==> config.mk <==
export PLATFORM = sky130hd
export DESIGN_NAME = fpr_top
export DESIGN_NICKNAME = d
export VERILOG_FILES = /design/src/rtl/fpr_pkg.sv /design/src/rtl/fpr_ramp.sv /design/src/rtl/fpr_top.sv
export SDC_FILE = /design/constraint.sdc
export NUM_CORES = 1
export LEC_CHECK = 0
export ABC_AREA = 1
export BUFFER_PORTS_ARGS = -buffer_cell sky130_fd_sc_hd__buf_2
export CORE_MARGIN = 2
export CORE_UTILIZATION = 40
export CTS_CLUSTER_DIAMETER = 150
export CTS_CLUSTER_SIZE = 16
export DETAILED_ROUTE_END_ITERATION = 12
export SYNTH_ARGS = -nofsm -noshare
export SYNTH_HDL_FRONTEND = slang
export SYNTH_SLANG_ARGS = --single-unit
export TNS_END_PERCENT = 100
==> constraint.sdc <==
create_clock -name clk_i -period 8.7 [get_ports clk_i]
set_input_delay 0.87 -clock clk_i [delete_from_list [all_inputs] [get_ports clk_i]]
set_output_delay 0.87 -clock clk_i [all_outputs]
set_load 0.05 [all_outputs]
==> src/rtl/fpr_pkg.sv <==
// constants and helpers shared by the fan ramp and floor block
package fpr_pkg;

    // ----------------------------------------------------------------
    // bus and register map
    // ----------------------------------------------------------------
    localparam int          ADDR_W      = 8;
    localparam int          DATA_W      = 8;
    localparam int          NUM_PWM     = 3;
    localparam logic [7:0]  OFS_CTRL    = 8'h62;
    localparam logic [7:0]  OFS_PWM1_FLOOR_SELECT    = 8'h64;
    localparam logic [7:0]  OFS_PWM2_FLOOR_SELECT    = 8'h65;
    localparam logic [7:0]  OFS_PWM3_FLOOR_SELECT    = 8'h66;
    localparam logic [7:0]  OFS_DUTY1   = 8'h67;
    localparam logic [7:0]  CTRL_RESET  = 8'h00;
    localparam logic [7:0]  MIN_RESET   = 8'h00;
    localparam logic [7:0]  READ_ZERO   = 8'h00;

    // ----------------------------------------------------------------
    // control register fields
    // ----------------------------------------------------------------
    localparam int RATE_LSB    = 0;
    localparam int RATE_MSB    = 2;
    localparam int EN_BIT      = 3;
    localparam int SYNC_BIT    = 4;
    localparam int FLOOR_LSB   = 5;

    localparam logic [7:0] DUTY_OFF  = 8'h00;
    localparam logic [7:0] DUTY_FULL = 8'hFF;

    // ----------------------------------------------------------------
    // ramp timing: one step per slot at slowest rate spans 33% to 100%
    // ----------------------------------------------------------------
    localparam int unsigned CLK_PERIOD_NS = 8;
    localparam int unsigned RAMP_SLOW_MS  = 35000;
    localparam int unsigned RAMP_FAST_MS  = 800;
    localparam int unsigned RAMP_SPAN     = 170;
    localparam int unsigned SLOT_MS       = RAMP_SLOW_MS / RAMP_SPAN;
    localparam int unsigned SLOT_CYC      = SLOT_MS * 1000000 / CLK_PERIOD_NS;

    localparam logic [2:0] RATE_C0 = 3'h0;
    localparam logic [2:0] RATE_C1 = 3'h1;
    localparam logic [2:0] RATE_C2 = 3'h2;
    localparam logic [2:0] RATE_C3 = 3'h3;
    localparam logic [2:0] RATE_C4 = 3'h4;
    localparam logic [2:0] RATE_C5 = 3'h5;
    localparam logic [2:0] RATE_C6 = 3'h6;

    function automatic logic [7:0] fpr_step_size(input logic [2:0] rate);
        case (rate)
            RATE_C0: fpr_step_size = 8'h01;
            RATE_C1: fpr_step_size = 8'h02;
            RATE_C2: fpr_step_size = 8'h03;
            RATE_C3: fpr_step_size = 8'h05;
            RATE_C4: fpr_step_size = 8'h08;
            RATE_C5: fpr_step_size = 8'h0C;
            RATE_C6: fpr_step_size = 8'h18;
            default: fpr_step_size = 8'h30;
        endcase
    endfunction : fpr_step_size

endpackage : fpr_pkg

==> src/rtl/fpr_ramp.sv <==
// duty stepper that walks an applied duty toward its target
`timescale 1ns/10ps
module fpr_ramp
    import fpr_pkg::*;
(
    // clock and reset
    input  wire logic        clk_i,
    input  wire logic        rst_i,
    // control
    input  wire logic        enable_i,
    input  wire logic        slot_i,
    input  wire logic [7:0]  step_i,
    input  wire logic [7:0]  target_i,
    // result
    output logic      [7:0]  duty_o
);
    import fpr_pkg::*;

    logic [7:0] duty_q;
    logic [7:0] duty_d;
    logic [7:0] gap;

    always_comb begin
        duty_d = duty_q;
        gap    = 8'h00;
        if (!enable_i) begin
            duty_d = target_i;
        end else if (slot_i) begin
            if (target_i > duty_q) begin
                gap    = target_i - duty_q;
                duty_d = (gap > step_i) ? duty_q + step_i : target_i;
            end else if (target_i < duty_q) begin
                gap    = duty_q - target_i;
                duty_d = (gap > step_i) ? duty_q - step_i : target_i;
            end
        end
    end

    always_ff @(posedge clk_i or posedge rst_i) begin
        if (rst_i) begin
            duty_q <= DUTY_OFF;
        end else begin
            duty_q <= duty_d;
        end
    end

    assign duty_o = duty_q;

    a_direct_load: assert property (@(posedge clk_i) disable iff (rst_i)
        !enable_i |=> duty_q == $past(target_i))
        else $error("duty not loaded directly with ramp off");

    a_hold_between: assert property (@(posedge clk_i) disable iff (rst_i)
        enable_i && !slot_i |=> $stable(duty_q))
        else $error("duty moved outside a slot");

    a_step_size_up: assert property (@(posedge clk_i) disable iff (rst_i)
        enable_i && slot_i && (target_i > duty_q) && (target_i - duty_q > step_i)
        |=> duty_q == $past(duty_q) + $past(step_i))
        else $error("upward step differs from rate increment");

    a_step_size_down: assert property (@(posedge clk_i) disable iff (rst_i)
        enable_i && slot_i && (duty_q > target_i) && (duty_q - target_i > step_i)
        |=> duty_q == $past(duty_q) - $past(step_i))
        else $error("downward step differs from rate increment");

endmodule : fpr_ramp

==> src/rtl/fpr_top.sv <==
// fan pwm ramp, tach sync and low-temperature floor control
//
// Chosen here: the strobed register port and the register offsets.
`timescale 1ns/10ps

// What this block does
// - ramp enabled: pwm1 duty steps toward target
// - rate code picks step 1,2,3,5,8,12,24,48
// - slot length gives 35 s slowest ramp
// - ramp acts only while bit 3 set
// - sync set: tach 2,3,4 follow pwm3
// - sync clear: only tach 3,4 follow
// - pwm1 below threshold: zero or minimum per bit5
// - pwm2 below threshold: zero or minimum per bit6
// - pwm3 below threshold: zero or minimum per bit7
module fpr_top
    import fpr_pkg::*;
#(
    parameter int unsigned SLOT_CYCLES = SLOT_CYC
)(
    // clock and reset
    input  wire logic                 clk_i,
    input  wire logic                 rst_i,
    // register port
    input  wire logic [ADDR_W-1:0]    addr_i,
    input  wire logic [DATA_W-1:0]    wdata_i,
    input  wire logic                 we_i,
    input  wire logic                 re_i,
    output logic      [DATA_W-1:0]    rdata_o,
    // fan control loop
    input  wire logic [NUM_PWM-1:0]   auto_mode_i,
    input  wire logic [NUM_PWM-1:0]   below_floor_i,
    input  wire logic [7:0]           calc_duty1_i,
    input  wire logic [7:0]           calc_duty2_i,
    input  wire logic [7:0]           calc_duty3_i,
    // fan side
    output logic      [7:0]           duty1_o,
    output logic      [7:0]           duty2_o,
    output logic      [7:0]           duty3_o,
    output logic      [NUM_PWM-1:0]   pwm_o,
    output logic      [NUM_PWM-1:0]   tach_sync_o
);
    import fpr_pkg::*;

    // ----------------------------------------------------------------
    // registers
    // ----------------------------------------------------------------
    logic [7:0]          ctrl_q,  ctrl_d;
    logic [7:0]          min_q  [NUM_PWM];
    logic [7:0]          min_d  [NUM_PWM];
    logic [7:0]          rdata_q, rdata_d;
    logic [31:0]         slot_cnt_q, slot_cnt_d;
    logic                slot_q,  slot_d;
    logic [7:0]          pwm_cnt_q, pwm_cnt_d;
    logic [NUM_PWM-1:0]  pwm_q,   pwm_d;
    logic [NUM_PWM-1:0]  sync_q,  sync_d;
    logic [7:0]          duty2_q, duty2_d;
    logic [7:0]          duty3_q, duty3_d;
    logic [7:0]          calc_w   [NUM_PWM];
    logic [7:0]          target_w [NUM_PWM];
    logic [7:0]          duty1_w;
    logic [7:0]          duty_all [NUM_PWM];

    assign calc_w[0] = calc_duty1_i;
    assign calc_w[1] = calc_duty2_i;
    assign calc_w[2] = calc_duty3_i;

    // ----------------------------------------------------------------
    // floor selection below start threshold minus hysteresis
    // ----------------------------------------------------------------
    for (genvar i = 0; i < NUM_PWM; i++) begin : g_floor
        always_comb begin
            target_w[i] = calc_w[i];
            if (auto_mode_i[i] && below_floor_i[i]) begin
                target_w[i] = ctrl_q[FLOOR_LSB+i] ? min_q[i] : DUTY_OFF;
            end
        end
    end

    // ----------------------------------------------------------------
    // register port
    // ----------------------------------------------------------------
    always_comb begin
        ctrl_d  = ctrl_q;
        min_d   = min_q;
        rdata_d = READ_ZERO;
        if (we_i) begin
            if (addr_i == OFS_CTRL) begin
                ctrl_d = wdata_i;
            end else if (addr_i == OFS_PWM1_FLOOR_SELECT) begin
                min_d[0] = wdata_i;
            end else if (addr_i == OFS_PWM2_FLOOR_SELECT) begin
                min_d[1] = wdata_i;
            end else if (addr_i == OFS_PWM3_FLOOR_SELECT) begin
                min_d[2] = wdata_i;
            end
        end
        if (re_i) begin
            if (addr_i == OFS_CTRL) begin
                rdata_d = ctrl_q;
            end else if (addr_i == OFS_PWM1_FLOOR_SELECT) begin
                rdata_d = min_q[0];
            end else if (addr_i == OFS_PWM2_FLOOR_SELECT) begin
                rdata_d = min_q[1];
            end else if (addr_i == OFS_PWM3_FLOOR_SELECT) begin
                rdata_d = min_q[2];
            end else if (addr_i == OFS_DUTY1) begin
                rdata_d = duty1_w;
            end
        end
    end

    // ----------------------------------------------------------------
    // slot timer, pwm waveform and tach sync
    // ----------------------------------------------------------------
    always_comb begin
        slot_cnt_d = slot_cnt_q + 32'h1;
        slot_d     = 1'b0;
        if (slot_cnt_q >= SLOT_CYCLES - 1) begin
            slot_cnt_d = 32'h0;
            slot_d     = 1'b1;
        end
        pwm_cnt_d = pwm_cnt_q + 8'h01;
        for (int k = 0; k < NUM_PWM; k++) begin
            // full duty keeps the pin high; the compare alone would drive it low while the counter is at FF
            pwm_d[k] = (duty_all[k] == DUTY_FULL) || (pwm_cnt_q < duty_all[k]);
        end
        sync_d    = {1'b1, 1'b1, ctrl_q[SYNC_BIT]};
        duty2_d   = target_w[1];
        duty3_d   = target_w[2];
    end

    always_ff @(posedge clk_i or posedge rst_i) begin
        if (rst_i) begin
            ctrl_q     <= CTRL_RESET;
            min_q      <= '{default: MIN_RESET};
            rdata_q    <= READ_ZERO;
            slot_cnt_q <= 32'h0;
            slot_q     <= 1'b0;
            pwm_cnt_q  <= 8'h00;
            pwm_q      <= '0;
            sync_q     <= '0;
            duty2_q    <= DUTY_OFF;
            duty3_q    <= DUTY_OFF;
        end else begin
            ctrl_q     <= ctrl_d;
            min_q      <= min_d;
            rdata_q    <= rdata_d;
            slot_cnt_q <= slot_cnt_d;
            slot_q     <= slot_d;
            pwm_cnt_q  <= pwm_cnt_d;
            pwm_q      <= pwm_d;
            sync_q     <= sync_d;
            duty2_q    <= duty2_d;
            duty3_q    <= duty3_d;
        end
    end

    // ----------------------------------------------------------------
    // pwm1 ramp; outputs 2 and 3 load directly here
    // ----------------------------------------------------------------
    fpr_ramp u_ramp1 (
        .clk_i    (clk_i),
        .rst_i    (rst_i),
        .enable_i (ctrl_q[EN_BIT]),
        .slot_i   (slot_q),
        .step_i   (fpr_step_size(ctrl_q[RATE_MSB:RATE_LSB])),
        .target_i (target_w[0]),
        .duty_o   (duty1_w)
    );

    assign duty_all[0] = duty1_w;
    assign duty_all[1] = duty2_q;
    assign duty_all[2] = duty3_q;
    assign duty1_o     = duty1_w;
    assign duty2_o     = duty2_q;
    assign duty3_o     = duty3_q;
    assign pwm_o       = pwm_q;
    assign tach_sync_o = sync_q;
    assign rdata_o     = rdata_q;

    // ----------------------------------------------------------------
    // checks
    // ----------------------------------------------------------------
    a_fan_speed_in_2_follow: assert property (@(posedge clk_i) disable iff (rst_i)
        ctrl_q[SYNC_BIT] |=> tach_sync_o[0])
        else $error("tach 2 not synced with sync bit set");

    a_fan_speed_in_2_free: assert property (@(posedge clk_i) disable iff (rst_i)
        !ctrl_q[SYNC_BIT] |=> !tach_sync_o[0])
        else $error("tach sync wrong with sync bit clear");

    // the first edge after release still sees the reset value, so wait one edge
    a_tach34_fixed: assert property (@(posedge clk_i) disable iff (rst_i)
        !$past(rst_i) |-> tach_sync_o[2:1] == 2'b11)
        else $error("tach 3 and 4 not synced");

    a_pwm2_floor: assert property (@(posedge clk_i) disable iff (rst_i)
        auto_mode_i[1] && below_floor_i[1]
        |=> duty2_o == ($past(ctrl_q[FLOOR_LSB+1]) ? $past(min_q[1]) : DUTY_OFF))
        else $error("pwm2 floor duty wrong");

    a_pwm3_floor: assert property (@(posedge clk_i) disable iff (rst_i)
        auto_mode_i[2] && below_floor_i[2]
        |=> duty3_o == ($past(ctrl_q[FLOOR_LSB+2]) ? $past(min_q[2]) : DUTY_OFF))
        else $error("pwm3 floor duty wrong");

    a_pwm1_floor: assert property (@(posedge clk_i) disable iff (rst_i)
        !ctrl_q[EN_BIT] && auto_mode_i[0] && below_floor_i[0] && !ctrl_q[FLOOR_LSB]
        |=> duty1_o == DUTY_OFF)
        else $error("pwm1 not off below threshold");

    a_ctrl_readback: assert property (@(posedge clk_i) disable iff (rst_i)
        re_i && addr_i == OFS_CTRL |=> rdata_o == $past(ctrl_q))
        else $error("control readback mismatch");

    a_pwm1_min: assert property (@(posedge clk_i) disable iff (rst_i)
        !ctrl_q[EN_BIT] && auto_mode_i[0] && below_floor_i[0] && ctrl_q[FLOOR_LSB]
        |=> duty1_o == $past(min_q[0]))
        else $error("pwm1 not at minimum below threshold");

    a_rdata_idle: assert property (@(posedge clk_i) disable iff (rst_i)
        !re_i |=> rdata_o == READ_ZERO)
        else $error("read data stand without a read");

    a_slot_spacing: assert property (@(posedge clk_i) disable iff (rst_i)
        slot_q |-> slot_cnt_q == 32'h0)
        else $error("slot pulse off its period");

endmodule : fpr_top

# Yosys cells after proc, flatten, opt, wreduce, memory -nomap -nowiden
# Index checks and enable logic that the tools add are counted.
# totals
register_bits	110
inputBits	50
out_inout_bits	38
elab_cells	79
# op_classes
bitwise	3
addsub	6
eq_ne	16
mux	21
reduce_logical	12
n_lt_le_gt_ge	8
# op_table
cell	n
$mux 8	18
$pmux 6 s7	1
$eq 8x7->1 const B	5
$add 32x1->32 const B	1
$ge 32x25->1 const B	1
$lt 8x8->1	4
$mux 32	1
$eq 8x8->1 const B	3
$gt 8x6->1	2
$sub 8x8->8	2
$eq 3x3->1 const B	3
$add 8x1->8 const B	1
$add 8x6->8	1
$gt 8x8->1	1
$sub 8x6->8	1
$eq 3x2->1 const B	2
$reduce_and 5->1	1
$reduce_and 2->1	2
$reduce_and 4->1	1
$eq 3x1->1 const B	1
$logic_and 1x1->1	3
$logic_not 3->1	1
$logic_or 1x1->1	3
$ne 3x1->1 const B	1
other kinds (4)	6

# Longest topological paths before layout
# depth
word_depth	9
ltp_mapped	24
mapped_depth_nobuf	22

# Hierarchy
# Synthesis repeated with hierarchy kept, for this count alone.
# hier_totals
hier_cells	1072
hier_area_um2	8026.4
# modules_own_cells
module	instances	cells_each	seq_area_each_um2	area_each_um2
fpr_top	1	695	2552.4	5572.8
fpr_ramp	1	377	200.2	2453.6

# Worst setup path before layout
# No wires, ideal clock.
# synth_timing
path_kind	in2reg
start	input auto_mode_i[0]
end	register u_ramp1.duty_q[1], in the netlist u_ramp1.duty_o[1]
arrival_time_ns	3.467
setup_slack_ns	5.110
setup_time_ns	0.123
path_buffers	2
path_stages	19
required_time_ns	8.577
cell_sequence	nand2_2 -> buf_6 -> inv_4 -> nand2_1 -> nand2_1 -> ha_1 -> buf_2 -> a21oi_1 -> o21ai_4 -> xor2_1 -> ha_1 -> nand2_1 -> nor2_1 -> a211oi_1 -> o2111ai_4 -> nand3b_1 -> nand3_1 -> nand3_1 -> nand2_1
# synth_between
elab_chain_cells	9
word_cells_on_any_way	16
cone_classes	2 x add/sub; 4 x order compare; 1 x eq/ne; 7 x mux; 2 x reduce/logical
# synth_lines
element	line	source
start: declaration	fpr_top.sv:31	input wire logic [NUM_PWM-1:0] auto_mode_i,
$logic_and 1x1->1 (*)	fpr_top.sv:74	if (auto_mode_i[i] && below_floor_i[i]) begin
$mux 8 (*)	fpr_top.sv:74	
$sub 8x8->8	fpr_ramp.sv:33	gap = duty_q - target_i;
$gt 8x6->1	fpr_ramp.sv:34	duty_d = (gap > step_i) ? duty_q - step_i : target_i;
$mux 8	fpr_ramp.sv:34	
$mux 8	fpr_ramp.sv:32	end else if (target_i < duty_q) begin
$mux 8	fpr_ramp.sv:29	if (target_i > duty_q) begin
$mux 8	fpr_ramp.sv:28	end else if (slot_i) begin
$mux 8	fpr_ramp.sv:26	if (!enable_i) begin
end signal: assignment	fpr_ramp.sv:43	duty_q <= duty_d;
end: declaration	fpr_ramp.sv:19	logic [7:0] duty_q;
# Every way passes the cells marked *; elsewhere a longest branch is shown, timed or not. The select of a mux whose other input is x is not followed.
# A chain may end at the register's enable or synchronous reset.

# Final worst setup path
# layout_timing
start	input below_floor_i[0]
end	register u_ramp1.duty_q[4], in the netlist u_ramp1.duty_o[4]
# layout_between
elab_chain_cells	9
word_cells_on_any_way	16
cone_classes	2 x add/sub; 4 x order compare; 1 x eq/ne; 7 x mux; 2 x reduce/logical
# layout_lines
element	line	source
start: declaration	fpr_top.sv:32	input wire logic [NUM_PWM-1:0] below_floor_i,
$logic_and 1x1->1 (*)	fpr_top.sv:74	
$mux 8 (*)	fpr_top.sv:74	
$sub 8x8->8	fpr_ramp.sv:33	
$gt 8x6->1	fpr_ramp.sv:34	
$mux 8	fpr_ramp.sv:34	
$mux 8	fpr_ramp.sv:32	
$mux 8	fpr_ramp.sv:29	
$mux 8	fpr_ramp.sv:28	
$mux 8	fpr_ramp.sv:26	
# Marked as above.

==> results.toml <==
[setup_path]
arrival_ps = 4060
timing.critical_path.mode_cell = "nand2_1"
r2r_slack_ps = 5280
path_buf_inv = 2
crit_path_start = "below_floor_i[0]"
path_max_fanout = 11
crit_cells = 19
cp-end-kind = "flip-flop"
cpPeakStageDelay_ps = 450
reg2reg_depth = 18
path_class = "input pin to flip-flop"
crit_family = "simple AND/OR/NAND/NOR gates"
crit_end = "u_ramp1.duty_o[4]"
r2r-start = "ctrl_q[5]"
required_ps = 9010
critPathLaunchType = "input pin"
critPathSlowestCell = "ha_1"
path_cells = "buf_2 -> nand2_2 -> inv_4 -> nand2_1 -> nand2_1 -> ha_1 -> nand2_1 -> o21ai_4 -> xor2_1 -> ha_1 -> nand2_1 -> nor2_1 -> a211oi_1 -> o2111ai_4 -> nand2_4 -> nand2_1 -> nand3_1 -> nand3_1 -> nand2_1"
regToRegEndpoint = "u_ramp1.duty_o[4]"

[job]
cap_violations = 0

[sta]
rsz0062_at_grt = "false"
fin_crit_ps = 3750
finalClockSkew_ps = 9.22
whs_ps = 433
layout_setup_ws_ps = 4950
timing.fmax_mhz = 266
final_max_slew_viol_count = 0
fin_setup_tns_ps = 0
hold_viol = 0
fin_crit_sh_pct = 43.2
slew_headroom_pct = 22.7
tightest_slew_ps = 1160
setup_viol = 0

[routing]
totalWireLength_mm = 19.4
drc = 0
detailedRoute.firstIterationViolations = 527
wl_per_cell_um = 16.4
via_count = 6158
drtPass1Iterations = 5
viasPerCell = 5.19
ant_nets = 0

[power]
swShare_pct = 35.5
ir_worst_vdd_v = 0.000105
switchingPower_w = 0.000460
p_clk_share_pct = 33.8
internal-power_w = 0.000837
pwr-share-seq_pct = 42.4
power.density_nw_per_um2 = 161
combPwrFrac_pct = 23.8
power_leakage_nw = 3.91

[floorplan]
std_cell_rows = 48
die_y_um = 137
coreArea_um2 = 17300
die_w_um = 137
initial_utilization_pct = 40.9
die_area_um2 = 18800
io-pin-count = 88

[grt]
grt_use_total_pct = 21.9
antenna_found_initial = 1
grt_pass1_wl_mm = 31.4
grt_pass1_vias = 5888
grt-ovfl-total = 0
grt_max_degree = 58

[cts]
postCtsResizedCells = 0
cts_setup_buffers = 0
root_buffer = "clkbuf_16"
cts.path.max_buffers = 2
cts_buffers = 9
cts_tree = "yes"
clock_latency_ps = 360
htreeDepth = 3
holdBufCountCts = 0
cts_sinks = 110
clk_pin_slew_worst_paths_ps = 90

[place]
dp_hpwl_mm = 15.0
gp_congestion = 0.917
port_buffers = 87
post-place-ws_ps = 4600

[final_layout]
multi_input_area_um2 = 3810
fillers = 1758
area_delta_synth_final_pct = 13.9
finalNetCount = 1067
regArea_um2 = 2750
drive_gt1_share_pct = 14.5
post-route-util_pct = 46.6

[yosys]
syn_avg_cell_area_um2 = 8.15
async_flop_share_pct = 100
yosys-top-cells-area = "dfrtp_1, ha_1, nand2_1"
netlist_area_um2 = 7080
synth.ff_latch_count = 110
ys_dominant_reg_cell = "dfrtp_1"
synth_edf_count = 0
yosys.area.top_type = "dfrtp_1"
synthCells = 868
seq_area_frac_synth_pct = 38.9
synthDistinctLibCells = 51
ys.warnings.count = 0
yosysTopAreaCellShare_pct = 38.9

[status]
status = "complete, no violations"

[min_path]
hp-class = "flip-flop to flip-flop"
==> per-layer routing <==
layer | vias up | GRT usage (%) | part of all wire (%)
li1 | 3081 | - | -
met1 | 2898 | 31.0 | 47
met2 | 152 | 34.5 | 46
met3 | 27 | 3.63 | 5.0
met4 | 0 | 6.01 | 1.9
met5 | - | 0 | 0
==> layout make-up <==
class	count	area share, %
well taps	225	3.49
diodes	1	0.0310
multi-input cells	625	47.2
inverters	122	5.76
clock buffers	9	2.79
clock inverters	7	1.10
repair buffers	88	5.49
flip-flops and latches	110	34.1
==> flip-flops by register name, summed over array words and instances (netlist names) <==
register,count
slot_cnt_q,32
ctrl_q,8
u_ramp1.duty_o,8
min_q,24
duty3_o,8
pwm_o,3
duty2_o,8
rdata_o,8
pwm_cnt_q,8
slot_q,1
tach_sync_o,2
==> power by group through the flow <==
stage               Combinational (W)  Clock, W  Sequential, W
finish                       0.000309  0.000438       0.000551
global route                 0.000345  0.000468       0.000553
CTS                          0.000306  0.000450       0.000550
detailed placement           0.000304         0       0.000560
global placement             0.000304         0       0.000561
floorplan                    0.000197         0       0.000583
==> placed cells by master (no fill, tap or decap), types with 3 or more instances in the layout <==
cell type,n
a211oi_1,9
a21oi_1,40
a22oi_1,8
a31oi_1,7
buf_2,87
clkbuf_16,9
clkinv_1,3
conb_1,8
dfrtp_1,110
fa_1,3
ha_1,58
inv_1,114
nand2_1,175
nand2_2,9
nand2_4,4
nand3_1,53
nand4_1,23
nor2_1,54
nor3_1,20
nor3_2,3
nor3b_1,7
nor4_1,3
o211ai_1,3
o21ai_0,62
o221ai_1,6
o22ai_1,3
o31ai_1,9
xnor2_1,7
xor2_1,26
==> synth_stat cells (2+ instances only) <==
cell,instances
a211oi_1,9
a21boi_0,2
a21o_1,2
a21oi_1,40
a221oi_1,2
a22oi_1,8
a31oi_1,7
buf_2,3
buf_4,2
clkbuf_1,9
clkbuf_2,2
clkinv_1,3
conb_1,2
dfrtp_1,110
fa_1,3
ha_1,58
inv_1,115
inv_2,2
nand2_1,175
nand2_2,9
nand2_4,4
nand3_1,53
nand3_2,2
nand4_1,23
nand4_4,2
nor2_1,54
nor2_2,2
nor2_4,2
nor3_1,20
nor3_2,3
nor3b_1,7
nor4_1,3
o211ai_1,3
o21ai_0,62
o21ai_4,2
o21bai_1,2
o221ai_1,6
o22ai_1,3
o31ai_1,9
xnor2_1,7
xor2_1,26
==> worst reg2reg max path, stage by stage, from the launching register on <==
cell and delay, ps:
dfrtp_1 490, nand2_1 110, inv_1 40, nand2_1 110
nand2_1 130, ha_1 450, nand2_1 150, o21ai_4 210
xor2_1 180, ha_1 260, nand2_1 90, nor2_1 60
a211oi_1 360, o2111ai_4 240, nand2_4 180, nand2_1 70
nand3_1 70, nand3_1 90, nand2_1 90
==> cells by family (layout without fill, tap and decap cells) <==
| family | Yosys count | count (layout) | share of synthesized area (%) |
|---|---|---|---|
| adder cells (fa/ha/maj) | 61 | 61 | 11.1 |
| other | 2 | 9 | 0.106 |
| buffers and inverters | 139 | 226 | 7.73 |
| AO/OA/AOI/OAI | 160 | 160 | 13.8 |
| AND/OR/NAND/NOR | 363 | 363 | 24.3 |
| flip-flops | 110 | 110 | 38.9 |
| XOR/XNOR | 33 | 33 | 4.08 |
==> metrics by stage <==
stage	power, W	cells	instance area, um^2
5_1_grt	0.00137	1186	8060
4_1_cts	0.00131	1186	8060
3_3_place_gp	0.000865	1170	7750
3_5_place_dp	0.000864	1170	7750
6_report	0.00130	1187	8060
2_1_floorplan	0.000780	874	7100
==> worst min path at each step <==
stage | start | to | slack [ps] | depth (start not counted)
floorplan | ctrl_q[4] | tach_sync_o[0] | 370 | 0
global placement | ctrl_q[4] | tach_sync_o[0] | 430 | 0
detailed placement | ctrl_q[4] | tach_sync_o[0] | 420 | 0
CTS | ctrl_q[4] | tach_sync_o[0] | 440 | 0
global route | ctrl_q[4] | tach_sync_o[0] | 470 | 0
finish | ctrl_q[4] | tach_sync_o[0] | 430 | 0
(Power assumes the default switching activity.)
